===== config.mk =====
export PLATFORM = sky130hd
export DESIGN_NAME = scp_device_flat
export DESIGN_NICKNAME = d
export VERILOG_FILES = /design/src/scp_pkg.sv /design/src/scp_spi_if.sv /design/src/scp_device.sv /design/src/flat_wrapper.sv
export SDC_FILE = /design/constraint.sdc
export NUM_CORES = 1
export LEC_CHECK = 0
export BUFFER_PORTS_ARGS = -buffer_cell sky130_fd_sc_hd__buf_2
export CAP_MARGIN = 20
export CORE_UTILIZATION = 30
export DETAILED_ROUTE_END_ITERATION = 10
export GPL_ROUTABILITY_DRIVEN = 0
export SLEW_MARGIN = 20
export SYNTH_ARGS = -nofsm -noshare
export SYNTH_HDL_FRONTEND = slang
export SYNTH_SLANG_ARGS = --single-unit

===== constraint.sdc =====
create_clock -name clk_sys -period 5.1 [get_ports clk_sys]
set_input_delay 1.53 -clock clk_sys [delete_from_list [all_inputs] [get_ports clk_sys]]
set_output_delay 1.53 -clock clk_sys [all_outputs]
set_load 0.05 [all_outputs]

===== src/scp_pkg.sv =====
`default_nettype none

package scp_pkg;

    // ==========================================================
    // Frame layout
    // ==========================================================
    localparam int FRAME_BITS = 16;
    localparam int CNT_W = 5;
    localparam logic [CNT_W-1:0] CNT_ADDR_LAST = 5'h01;
    localparam logic [CNT_W-1:0] CNT_CODE_LAST = 5'h06;
    localparam logic [CNT_W-1:0] CNT_INSTR_LAST = 5'h07;
    localparam logic [CNT_W-1:0] CNT_DATA_FIRST = 5'h08;
    localparam logic [CNT_W-1:0] CNT_FRAME = 5'h10;
    localparam logic [CNT_W-1:0] CNT_MAX = 5'h1F;
    localparam logic [CNT_W-1:0] CNT_ADDR_BITS = 5'h02;
    localparam logic [1:0] CHIP_ADDR = 2'h0;

    // ==========================================================
    // Verification byte and answer bytes
    // ==========================================================
    localparam logic [1:0] VERIF_Z_BITS = 2'h0;
    localparam logic [4:0] VERIF_PATTERN = 5'h15;
    localparam logic [7:0] BYTE_INVALID = 8'hFF;
    localparam logic [7:0] BYTE_WRITE = 8'h00;
    localparam logic TRANS_FLAG_RST = 1'b0;

    // ==========================================================
    // Instruction map
    // ==========================================================
    localparam logic [4:0] CODE_READ_LAST = 5'h0F;
    localparam logic [4:0] CODE_WRITE_FIRST = 5'h11;
    localparam logic [4:0] CODE_WRITE_LAST = 5'h17;
    localparam logic [4:0] CODE_CLEAR_DIAG = 5'h18;
    localparam logic [4:0] CODE_DIAG_FIRST = 5'h08;
    localparam logic [4:0] CODE_DIAG_LAST = 5'h0C;

    typedef enum logic [1:0] {
        CLS_NONE = 2'h0,
        CLS_READ = 2'h1,
        CLS_WRITE = 2'h3,
        CLS_CLEAR = 2'h2
    } scp_class_e;

    // ==========================================================
    // Timing
    // ==========================================================
    localparam int CLK_PERIOD_NS = 10;
    localparam int SPI_MIN_PERIOD_NS = 200;
    localparam int SCK_HALF_CYC =
        (SPI_MIN_PERIOD_NS + 2 * CLK_PERIOD_NS - 1) / (2 * CLK_PERIOD_NS);
    localparam int SYNC_STAGES = 3;

    // ==========================================================
    // Host command registers
    // ==========================================================
    localparam logic [3:0] REG_CTRL = 4'h0;
    localparam logic [3:0] REG_TXDATA = 4'h4;
    localparam logic [3:0] REG_STATUS = 4'h8;
    localparam int CTRL_CODE_LSB = 0;
    localparam int CTRL_BADPAR_BIT = 5;
    localparam int CTRL_NBITS_LSB = 6;
    localparam int CTRL_START_BIT = 31;
    localparam int STAT_BUSY_BIT = 0;
    localparam int STAT_CLRDUE_BIT = 1;
    localparam int STAT_VERIF_LSB = 8;
    localparam int STAT_RXD_LSB = 16;
    localparam logic [4:0] NBITS_RST = 5'h10;
    localparam logic [4:0] CODE_RST = 5'h00;
    localparam logic [7:0] TXDATA_RST = 8'h00;

    function automatic scp_class_e scp_decode(input logic [4:0] code);
        scp_class_e c;
        c = CLS_NONE;
        if (code <= CODE_READ_LAST) begin
            c = CLS_READ;
        end else if (code >= CODE_WRITE_FIRST && code <= CODE_WRITE_LAST) begin
            c = CLS_WRITE;
        end else if (code == CODE_CLEAR_DIAG) begin
            c = CLS_CLEAR;
        end
        return c;
    endfunction : scp_decode

    function automatic logic scp_parity(input logic [4:0] code);
        return ^code;
    endfunction : scp_parity

endpackage : scp_pkg

`default_nettype wire


===== src/scp_spi_if.sv =====
`default_nettype none

interface scp_spi_if;
    logic sel_b;
    logic sck;
    logic mosi;
    logic miso;
    logic miso_oe_b;

    modport device (
        input sel_b,
        input sck,
        input mosi,
        output miso,
        output miso_oe_b
    );

    modport host (
        output sel_b,
        output sck,
        output mosi,
        input miso
    );
endinterface : scp_spi_if

`default_nettype wire


===== src/scp_device.sv =====
//Behaviour
// RQ1 - Slave only; host clocks, at most 5 MBaud
// RQ2 - Answer only when selected and address 00
// RQ3 - Serial output floats while deselected
// RQ4 - Instruction first; data bytes MSB first
// RQ5 - Bits 5..1 code, bit 0 parity
// RQ6 - Deselect returns serial logic to idle
// RQ7 - 5V reset floats output; shutoff ignored
// RQ8 - Verification byte: Z Z 1 0 1 0 1 flag
// RQ9 - Error flag kept until shifted out
// RQ10 - Serial input ignored after read instruction
// RQ11 - Write or clear answers low afterwards
// RQ12 - Bits after the sixteenth are discarded
// RQ13 - Invalid on bad code, busy, count
// RQ14 - Commit only with exactly sixteen falling edges
// RQ15 - Clock high at deselect cancels write
// RQ16 - Invalid code: no change, answer FFh
// RQ17 - Valid read returns register despite parity
// RQ18 - Write answers 00h, commits on good parity
// RQ19 - Foreign chip address keeps device passive
// RQ20 - Output floats during chip address bits
// RQ21 - Code 11000 clears fault-status registers
// RQ22 - Decode read, write and no-function codes
// RQ23 - Host clears faults after reading them
// RQ24 - Parity is XOR of five code bits
`default_nettype none

module scp_device (
    input wire logic clk_sys,
    input wire logic rst_b,
    scp_spi_if.device spi,
    input wire logic reset_5v_b,
    input wire logic proc_busy,
    input wire logic [7:0] rd_data,
    output logic [4:0] reg_code,
    output logic wr_stb,
    output logic [4:0] wr_code,
    output logic [7:0] wr_data,
    output logic clr_stb,
    output logic err_flag
);
    import scp_pkg::*;

    // ==========================================================
    // Input synchronisers
    // ==========================================================
    localparam int I_MOSI = 0;
    localparam int I_SCK = 1;
    localparam int I_SEL = 2;
    localparam int I_RST5 = 3;
    localparam logic [3:0] SYNC_RST = 4'hC;

    logic [3:0] raw;
    logic [3:0] s1_q;
    logic [3:0] s2_q;
    logic [3:0] s3_q;
    logic [3:0] filt_q;
    logic [3:0] prev_q;

    assign raw = {reset_5v_b, spi.sel_b, spi.sck, spi.mosi};

    // A change counts only once stages two and three agree, which
    // rejects single-sample glitches on the pins.
    genvar gi;
    generate
        for (gi = 0; gi < 4; gi++) begin : g_sync
            always_ff @(posedge clk_sys or negedge rst_b) begin
                if (!rst_b) begin
                    s1_q[gi] <= SYNC_RST[gi];
                    s2_q[gi] <= SYNC_RST[gi];
                    s3_q[gi] <= SYNC_RST[gi];
                    filt_q[gi] <= SYNC_RST[gi];
                    prev_q[gi] <= SYNC_RST[gi];
                end else begin
                    s1_q[gi] <= raw[gi];
                    s2_q[gi] <= s1_q[gi];
                    s3_q[gi] <= s2_q[gi];
                    if (s2_q[gi] == s3_q[gi]) begin
                        filt_q[gi] <= s3_q[gi];
                    end
                    prev_q[gi] <= filt_q[gi];
                end
            end
        end
    endgenerate

    logic sel_act;
    logic sel_rise;
    logic sel_fall;
    logic sck_rise;
    logic sck_fall;
    logic rst5_act;
    logic mosi_f;

    assign sel_act = ~filt_q[I_SEL];
    assign sel_rise = filt_q[I_SEL] & ~prev_q[I_SEL];
    assign sel_fall = ~filt_q[I_SEL] & prev_q[I_SEL];
    assign sck_rise = filt_q[I_SCK] & ~prev_q[I_SCK];
    assign sck_fall = ~filt_q[I_SCK] & prev_q[I_SCK];
    assign rst5_act = ~filt_q[I_RST5];
    assign mosi_f = filt_q[I_MOSI];

    // ==========================================================
    // Receive side
    // ==========================================================
    logic [CNT_W-1:0] cnt_q;
    logic [FRAME_BITS-1:0] shin_q;
    logic addr_ok_q;
    logic [7:0] instr_q;
    scp_class_e cls_q;
    logic [4:0] reg_code_q;
    logic busy_q;

    always_ff @(posedge clk_sys or negedge rst_b) begin
        if (!rst_b) begin
            cnt_q <= '0;
            shin_q <= '0;
        end else if (!sel_act) begin
            cnt_q <= '0; // RQ6
            shin_q <= '0;
        end else if (sck_fall) begin
            if (cnt_q != CNT_MAX) begin
                cnt_q <= cnt_q + 5'h01;
            end
            if (cnt_q < CNT_FRAME) begin // RQ12
                shin_q <= {shin_q[FRAME_BITS-2:0], mosi_f}; // RQ4
            end
        end
    end

    always_ff @(posedge clk_sys or negedge rst_b) begin
        if (!rst_b) begin
            addr_ok_q <= 1'b0;
            instr_q <= '0;
            cls_q <= CLS_NONE;
            reg_code_q <= CODE_RST;
        end else if (!sel_act) begin
            addr_ok_q <= 1'b0;
            cls_q <= CLS_NONE;
        end else if (sck_fall) begin
            if (cnt_q == CNT_ADDR_LAST) begin
                addr_ok_q <= ({shin_q[0], mosi_f} == CHIP_ADDR); // RQ2 RQ19
            end
            if (cnt_q == CNT_CODE_LAST) begin
                reg_code_q <= {shin_q[3:0], mosi_f}; // RQ5
                cls_q <= scp_decode({shin_q[3:0], mosi_f}); // RQ22
            end
            if (cnt_q == CNT_INSTR_LAST) begin
                instr_q <= {shin_q[6:0], mosi_f};
            end
        end
    end

    // Busy is judged at selection: the previous transfer must be
    // fully processed before this one may count as valid.
    always_ff @(posedge clk_sys or negedge rst_b) begin
        if (!rst_b) begin
            busy_q <= 1'b0;
        end else if (sel_fall) begin
            busy_q <= proc_busy; // RQ13
        end
    end

    // ==========================================================
    // Transmit side
    // ==========================================================
    logic out_q;
    logic oe_b_q;
    logic sent_q;
    logic flag_q;
    logic [7:0] tx_q;
    logic [7:0] verif_byte;
    logic [7:0] data_byte;

    assign verif_byte = {VERIF_Z_BITS, VERIF_PATTERN, flag_q}; // RQ8

    always_comb begin
        data_byte = BYTE_INVALID; // RQ16
        if (cls_q == CLS_READ) begin
            data_byte = rd_data; // RQ17 RQ10
        end else if (cls_q == CLS_WRITE || cls_q == CLS_CLEAR) begin
            data_byte = BYTE_WRITE; // RQ18 RQ11
        end
    end

    always_ff @(posedge clk_sys or negedge rst_b) begin
        if (!rst_b) begin
            out_q <= 1'b0;
            oe_b_q <= 1'b1;
            tx_q <= '0;
        end else if (!sel_act || rst5_act) begin
            oe_b_q <= 1'b1; // RQ3 RQ7
            out_q <= 1'b0;
        end else if (sck_rise) begin
            // Only address-matched frames drive; chip address bits float
            oe_b_q <= (cnt_q < CNT_ADDR_BITS) || !addr_ok_q; // RQ20 RQ19
            if (cnt_q < CNT_DATA_FIRST) begin
                out_q <= verif_byte[3'(~cnt_q[2:0])];
            end else if (cnt_q == CNT_DATA_FIRST) begin
                out_q <= data_byte[7];
                tx_q <= {data_byte[6:0], 1'b0};
            end else if (cnt_q < CNT_FRAME) begin
                out_q <= tx_q[7];
                tx_q <= {tx_q[6:0], 1'b0};
            end
        end
    end

    // Remembers whether the flag bit went out in this frame
    always_ff @(posedge clk_sys or negedge rst_b) begin
        if (!rst_b) begin
            sent_q <= 1'b0;
        end else if (!sel_act) begin
            sent_q <= 1'b0;
        end else if (sck_rise && cnt_q == CNT_INSTR_LAST && addr_ok_q
                     && !rst5_act) begin
            sent_q <= 1'b1; // RQ9
        end
    end

    // ==========================================================
    // End of frame
    // ==========================================================
    logic frame_err;
    logic par_ok;
    logic commit;

    assign frame_err = (cls_q == CLS_NONE) || busy_q
                       || (cnt_q != CNT_FRAME); // RQ13
    assign par_ok = (instr_q[0] == scp_parity(instr_q[5:1])); // RQ24
    assign commit = sel_rise && addr_ok_q && !frame_err && par_ok; // RQ14

    // An unsent flag survives: a new error ORs in, never lost
    always_ff @(posedge clk_sys or negedge rst_b) begin
        if (!rst_b) begin
            flag_q <= TRANS_FLAG_RST;
        end else if (sel_rise && addr_ok_q) begin
            flag_q <= frame_err | (flag_q & ~sent_q); // RQ9
        end
    end

    always_ff @(posedge clk_sys or negedge rst_b) begin
        if (!rst_b) begin
            wr_stb <= 1'b0;
            wr_code <= CODE_RST;
            wr_data <= TXDATA_RST;
            clr_stb <= 1'b0;
        end else begin
            wr_stb <= commit && (cls_q == CLS_WRITE)
                      && !filt_q[I_SCK]; // RQ18 RQ15
            clr_stb <= commit && (cls_q == CLS_CLEAR); // RQ21
            if (commit) begin
                wr_code <= instr_q[5:1];
                wr_data <= shin_q[7:0];
            end
        end
    end

    assign reg_code = reg_code_q;
    assign err_flag = flag_q;
    assign spi.miso = out_q;
    assign spi.miso_oe_b = oe_b_q;

endmodule : scp_device

`default_nettype wire


===== src/flat_wrapper.sv =====
// flat-port wrapper written by rule: the top's interface ports become plain ports
module scp_device_flat import scp_pkg::*;
  (clk_sys, rst_b, reset_5v_b, proc_busy, rd_data, reg_code, wr_stb, wr_code, wr_data, clr_stb, err_flag, spi_sel_b, spi_sck, spi_mosi, spi_miso, spi_miso_oe_b);
  scp_spi_if spi_i ();
  input wire logic clk_sys;
  input wire logic rst_b;
  input wire logic reset_5v_b;
  input wire logic proc_busy;
  input wire logic [7:0] rd_data;
  output logic [4:0] reg_code;
  output logic wr_stb;
  output logic [4:0] wr_code;
  output logic [7:0] wr_data;
  output logic clr_stb;
  output logic err_flag;
  input wire logic [$bits(spi_i.sel_b)-1:0] spi_sel_b;
  input wire logic [$bits(spi_i.sck)-1:0] spi_sck;
  input wire logic [$bits(spi_i.mosi)-1:0] spi_mosi;
  output wire logic [$bits(spi_i.miso)-1:0] spi_miso;
  output wire logic [$bits(spi_i.miso_oe_b)-1:0] spi_miso_oe_b;
  assign spi_i.sel_b = spi_sel_b;
  assign spi_i.sck = spi_sck;
  assign spi_i.mosi = spi_mosi;
  assign spi_miso = spi_i.miso;
  assign spi_miso_oe_b = spi_i.miso_oe_b;
  scp_device u_core (.clk_sys(clk_sys), .rst_b(rst_b), .spi(spi_i), .reset_5v_b(reset_5v_b), .proc_busy(proc_busy), .rd_data(rd_data), .reg_code(reg_code), .wr_stb(wr_stb), .wr_code(wr_code), .wr_data(wr_data), .clr_stb(clr_stb), .err_flag(err_flag));
endmodule

==> results.md, run 1 <==
- Leakage dissipation: 1.72 nW
- Fraction of synthesized cell area taken by the top area cell type: 50.4%
- Largest net degree at the start of global routing: 46
- Die outline area: 10700 um^2
- Post-route setup slack: 2.44 ns
- Wire length after detailed routing: 5850 um
- Netlist area before placement: 3080 um^2
- Mean Syn Cell Area: 12.5 um^2
- Kind of start point of the critical path: flip-flop
- Clock Tree Root: clkbuf_8
- Count of final hold-check violations: 0
- Row count: 36
- Number of buffers between clock root and the deepest sink: 2
- Simple-gate portion of the synthesized area: 14.2%
- Global router's overall resource usage: 12.3%
- Die width: 103 um
- Area taken by flip-flops and latches: 1810 um^2
- Commonest cells after routing, fill and taps aside: 62 x dfrtp_1, 36 x buf_2, 20 x nor2_1
- Top cells by area, synth: dfrtp_1 50%, dfstp_2 8.5%, mux2_2 5.9%
- Post-DP HPWL: 4000 um
- Critical path class: flip-flop to output pin
- Sort of element at the end of the critical path: output pin
- Crit share post-route: 52.1%
- Number of buffer cells added on primary ports: 37
- Via count of the first global-routing pass: 1909
- Final max-slew violation count: 0
- Relative contribution of combinational cells to total power: 5.7%
- Sequential-to-total area share from yosys stat: 58.9%
- Number of antenna violations at the first check in global routing: 0
- Number of fillers in the final layout: 968
- Worst Path Buf+Inv: 1
- RSZ-0062 raised after global routing: false
- Worst slew margin relative to its limit: 58.1%
- Delay of the slowest cell on the worst path: 0.53 ns
- Post-layout net count: 305
- Worst Setup SP: u_core.spi.miso_oe_b$_DFFE_PN1P_
- Die Span Y: 103 um
- Critical-path cell list: buf_2
- CP delay by family, top: flip-flops
- Layout area overhead: 17.9%
- Adder and majority gate portion of the synthesized area: 3.33%
- Post-synthesis compound-gate area fraction: 5.81%
- F_max: 0.376 GHz
- Post-DRT Antenna Nets: 0
- H-tree depth: 3
- Origin of the worst min-delay path: u_core.s1_q[1]$_DFF_PN0_
- Global route overflow: 0
- Main combinational cell family by area after synthesis: simple AND/OR/NAND/NOR gates
- Slowest library cell on the worst path: dfstp_2
- TNS Setup: 0 ns
- Final setup violation count: 0
- # Max-Cap Violations: 0
- Core area: 9860 um^2
- Post-CTS resize count: 0
- WP data arrival: 1.13 ns
- Clock slew at reported path FFs: 0.08 ns
- Starting density of the core: 31.2%
- R2r setup slk: 2.90 ns
- Power per cell area: 342 nW/um^2
- Synthesis Warnings: 0
- Number of buffers created by CTS: 9
- Worst reg2reg path startpoint: u_core.cnt_q[0]$_DFFE_PN0P_
- Switching share of power: 23.6%
- Global-route wire length before repair: 9690 um
- Switching Power: 0.294 mW
- Transition time of the tightest slew-check pin: 0.627 ns
- Cell count after synthesis: 246
- Clk Latency, worst-skew pair: 0.35 ns
- Worst setup slack before clock tree synthesis: 2.32 ns
- Seq pwr share: 49.8%
- Most common library cell in the layout ignoring fill and taps: dfrtp_1
- XOR/XNOR Fraction of Synth Area: 2.76%
- Largest driver fanout on the critical path: 2
- Area leader, netlist: dfrtp_1
- Number of detailed-route iterations in the first pass: 4
- Status: finished clean
- Critical path data required time: 3.57 ns
- Part of the total power dissipated in the clock network: 44.4%
- Number of antenna cells inserted: 0
- Clock tree from TritonCTS: built
- Largest voltage drop on the vdd net: 0.157 mV
- Number of sinks driven by the clock tree: 72
- Setup clock skew after layout: 0.0109 ns
- Syn Nets: 266
- Share of post-route cells with drive strength above 1: 33.1%
- Mean number of vias per cell: 4.65
- Wirelength per Cell: 13.8 um
- Remaining DRCs: 0
- Mux cell area share after synthesis: 12.7%
- Setup fix buffers added after clock tree synthesis: 0
- Num ports: 38
- Violation count after the first detailed-routing iteration: 95
- Post-synthesis sequential element count: 72
- Cell Int Power: 0.948 mW
- Total area of multi-input combinational cells: 1190 um^2
- Time the worst path needs with I/O delays and setup: 2.66 ns
- Number of unique standard cell types used by synthesis: 40
- Vias after detailed routing: 1967
- CTS Hold Bufs: 0
- Worst min-delay path category: flip-flop to flip-flop
synthesized netlist by cell type, drive strengths merged:
library cell,number
buf,6
mux2,26
dfstp,10
ha,5
maj3,4
xnor2,3
inv,3
xor2,4
a211o,1
nand4bb,2
nand3,4
o211ai,1
nor2b,11
clkbuf,4
a31oi,1
a41oi,1
a21oi,19
dfrtp,62
nand4b,1
xnor3,1
nor3b,3
nor3,10
and3b,1
and3,3
nand2b,2
nand4,2
nor2,22
nor4bb,1
a21o,1
mux2i,6
nand2,16
or3b,1
o21ai,9
power by group through the flow:
stage | clock (mW) | sequential [mW] | combinational [mW]
after detailed placement | 0 | 0.630 | 0.0717
final | 0.552 | 0.619 | 0.0708
after global routing | 0.595 | 0.623 | 0.0800
after CTS | 0.571 | 0.619 | 0.0719
after global placement | 0 | 0.629 | 0.0703
after floorplan | 0 | 0.629 | 0.0358
state kept, by name (all words and copies together) (netlist names), 2 cells and up:
signal / count
u_core.reg_code: 5
u_core.tx_q: 7
u_core.wr_code: 5
u_core.cnt_q: 5
u_core.shin_q: 8
u_core.s3_q: 4
u_core.prev_q: 2
u_core.cls_q: 2
u_core.instr_q: 6
u_core.wr_data: 8
u_core.filt_q: 3
u_core.s2_q: 4
u_core.s1_q: 4
cell type report:
type                    count  area share (%)
repair buffers             38            5.38
multi-input cells         161            32.9
well taps                 133            4.58
clock buffers               9            3.41
flip-flops and latches     72            50.0
inverters                   3           0.310
clock inverters             7            3.48
worst register-to-register path, stage by stage (launching register included):
cell     delay (ns)
dfrtp_1        0.47
ha_1           0.27
and3_1         0.15
ha_1           0.21
nor3b_1        0.55
nand4_1        0.20
xor2_1         0.17
nor2_1         0.06
through the flow:
step           utilization (%)  cell area, um^2  power, mW  instances  hold WS [ns]
6_report                  36.8             3630       1.24        423         0.354
5_1_grt                   36.8             3630       1.30        423         0.367
4_1_cts                   36.8             3630       1.26        423         0.357
3_5_place_dp              34.2             3380      0.702        407         0.336
3_3_place_gp              34.2             3380      0.699        407         0.334
2_1_floorplan                -             3080      0.665        246         0.331
worst paths after layout:
path                                                  to  cells past startpoint
setup reg to reg             u_core.cnt_q[3]$_DFFE_PN0P_                      7
max in group asynchronous     u_core.prev_q[2]$_DFF_PN1_                      2
hold reg to reg                 u_core.s2_q[1]$_DFF_PN0_                      0
min in group asynchronous  u_core.wr_data[7]$_DFFE_PN0N_                      1
setup / recovery                           spi_miso_oe_b                      1
hold / removal                  u_core.s2_q[1]$_DFF_PN0_                      0
logic make-up after synthesis:
| family | after synthesis |
|---|---|
| mux | 32 |
| buf+inv | 13 |
| compound gates | 33 |
| fa+ha+maj | 9 |
| flops | 72 |
| xor+xnor | 8 |
| simple gates | 79 |
layer usage:
metal	part of all wire (%)	GRT usage (%)
met2	45	17.6
met3	4.6	3.23
met4	2.1	7.15
met1	49	16.9
met5	0	0
Note: power is estimated with default switching activity, not from simulation.
==> run 2: changes to the inputs <==
clock period = 2.65 ns   (was 5.1 ns; I/O delays follow)
==> results.md, run 2 (same netlist as run 1, synthesis figures left out) <==
- Clk Latency, worst-skew pair: 0.35 ns (about the same)
- H-tree depth: 3 (unchanged)
- Via count of the first global-routing pass: 1929 (+1.0%)
- Seq pwr share: 51.3% (+1.5 points)
- # placed instances: 409 (+0.49%)
- Setup fix buffers added after clock tree synthesis: 0 (unchanged)
- Switching share of power: 23.9% (+0.31 points)
- Die width: 103 um (unchanged)
- Cell Int Power: 1.75 mW (+85%)
- Largest driver fanout on the critical path: 6 (+4)
- Clock Tree Root: clkbuf_8
- Final max-slew violation count: 0 (unchanged)
- Critical-path cell list: ha_1, and3_1, ha_1, nor3b_1, nand4_1, xor2_1, nor2_1
- Power per cell area: 634 nW/um^2 (+85%)
- Worst setup slack before clock tree synthesis: 0.530 ns (-1.79 ns)
- Die Span Y: 103 um (unchanged)
- Num ports: 38 (unchanged)
- Number of sinks driven by the clock tree: 72 (unchanged)
- Cell repeated most along the worst path: ha_1
- Number of buffer cells added on primary ports: 37 (unchanged)
- Number of antenna violations at the first check in global routing: 0 (unchanged)
- Clock tree from TritonCTS: built
- Time the worst path needs with I/O delays and setup: 2.12 ns
- Largest registers ranked by flip-flop count: u_core.shin_q (8), u_core.wr_data (8), u_core.tx_q (7)
- Transition time of the tightest slew-check pin: 0.579 ns (-0.0481 ns)
- Crit share post-route: 79.9%
- Switching Power: 0.552 mW (+88%)
- Global router's overall resource usage: 12.0% (-0.34 points)
- Sort of element at the end of the critical path: flip-flop
- Total power: 2.31 mW (+86%)
- Global route overflow: 0 (unchanged)
- Delay of the slowest cell on the worst path: 0.51 ns (-0.02 ns)
- RSZ-0062 raised after global routing: false
- Wirelength per Cell: 13.2 um (-4.1%)
- Relative contribution of combinational cells to total power: 6.4% (+0.7 points)
- Row count: 36 (unchanged)
- Worst min-delay path category: flip-flop to flip-flop
- TNS Setup: 0 ns (unchanged)
- Status: finished clean
- Vias after detailed routing: 1933 (-1.7%)
- Post-route setup slack: 0.532 ns (-1.91 ns)
- Part of the total power dissipated in the clock network: 42.3% (-2.1 points)
- Clock slew at reported path FFs: 0.08 ns (about the same)
- Commonest cells after routing, fill and taps aside: 62 x dfrtp_1, 37 x buf_2, 20 x nor2_1
- Final setup violation count: 0 (unchanged)
- Most common library cell in the layout ignoring fill and taps: dfrtp_1
- Remaining DRCs: 0 (unchanged)
- Global-route wire length before repair: 9450 um (-2.5%)
- Critical path class: flip-flop to flip-flop
- Die outline area: 10700 um^2 (unchanged)
- # Max-Cap Violations: 0 (unchanged)
- Mean number of vias per cell: 4.55 (-2.2%)
- F_max: 0.472 GHz
- Number of detailed-route iterations in the first pass: 4 (unchanged)
- Number of antenna cells inserted: 0 (unchanged)
- Starting density of the core: 31.2% (unchanged)
- Setup clock skew after layout: 0.0118 ns (+0.000882 ns)
- Count of final hold-check violations: 0 (unchanged)
- Layout area overhead: 18.0% (about the same)
- Post-CTS resize count: 0 (unchanged)
- Largest net degree at the start of global routing: 73 (+59%)
- Slowest library cell on the worst path: nor3b_1
- Post-route non-filler standard cell count: 425 (+0.47%)
- Post-layout net count: 307 (+0.66%)
- WP data arrival: 2.40 ns (+1.27 ns)
- Number of buffers between clock root and the deepest sink: 2 (unchanged)
- CTS Hold Bufs: 0 (unchanged)
- Post-DP HPWL: 3840 um (-4.1%)
- Core area: 9860 um^2 (unchanged)
- Worst slew margin relative to its limit: 61.3% (+3.2 points)
- Post-DRT Antenna Nets: 0 (unchanged)
- Wire length after detailed routing: 5630 um (-3.7%)
- Critical path data required time: 2.93 ns (-0.64 ns)
- Kind of start point of the critical path: flip-flop
- Largest voltage drop on the vdd net: 0.274 mV (+74%)
- Violation count after the first detailed-routing iteration: 107 (+13%)
- Leakage dissipation: 1.73 nW (+0.23%)
- Share of post-route cells with drive strength above 1: 33.6% (+0.46 points)
- Number of buffers created by CTS: 9 (unchanged)
## run 2: cell count changes in the layout (fill, tap and decap cells not counted)
cell / change
buf_2: +1
clkinv_4: -1
inv_6: +1
buf_12: +1
clkinv_2: +1
bufinv_16: -1
clkbuf_8: +1
inv_8: -1
## run 2: worst max-delay path, delay by kind of cell (launching register included)
kind                     cells  cell delay [ns]
AND/OR/NAND/NOR              4             0.96
adder cells (fa/ha/maj)      2             0.48
flip-flops                   1             0.45
XOR/XNOR                     1             0.17
## run 2: power groups by stage
stage	logic, mW	clock network (mW)	registers (mW)
finish	0.148	0.975	1.18
global route	0.168	1.06	1.19
CTS	0.151	1.00	1.18
detailed placement	0.151	0	1.20
global placement	0.147	0	1.20
floorplan	0.0689	0	1.21
## run 2: layout make-up
type,instances,area [um^2]
timing repair buffer,40,220
sequential,72,1810
inverter,3,11.3
clock inverter,6,90.1
fill,970,6230
clock buffer,10,138
tap,133,166
multi-input combinational,161,1190
## run 2: worst paths after layout
| kind | slack [ns] | from | to | cells past startpoint |
|---|---|---|---|---|
| max | 0.53 | u_core.cnt_q[0]$_DFFE_PN0P_ | u_core.cnt_q[3]$_DFFE_PN0P_ | 7 |
| min | 0.35 | u_core.s1_q[1]$_DFF_PN0_ | u_core.s2_q[1]$_DFF_PN0_ | 0 |
| max reg2reg | 0.53 | u_core.cnt_q[0]$_DFFE_PN0P_ | u_core.cnt_q[3]$_DFFE_PN0P_ | 7 |
| min reg2reg | 0.35 | u_core.s1_q[1]$_DFF_PN0_ | u_core.s2_q[1]$_DFF_PN0_ | 0 |
| max in group asynchronous | 1.85 | rst_b | u_core.filt_q[3]$_DFFE_PN1N_ | 2 |
| min in group asynchronous | 0.46 | rst_b | u_core.wr_data[6]$_DFFE_PN0N_ | 2 |
## run 2: through the flow
step                hold WS [ns]  area (um^2)  utilization (%)
finish                     0.351         3630             36.8
global route               0.359         3630             36.8
CTS                        0.352         3630             36.8
detailed placement         0.335         3410             34.5
global placement           0.333         3410             34.5
floorplan                  0.331         3080                -
## run 2: layer usage
metal	track usage [%]	vias to the layer above	wire length, um
met5	0	-	0
met4	7.15	0	120
met3	3.43	11	220
met2	17.8	32	2590
met1	15.5	953	2700
li1	-	937	-
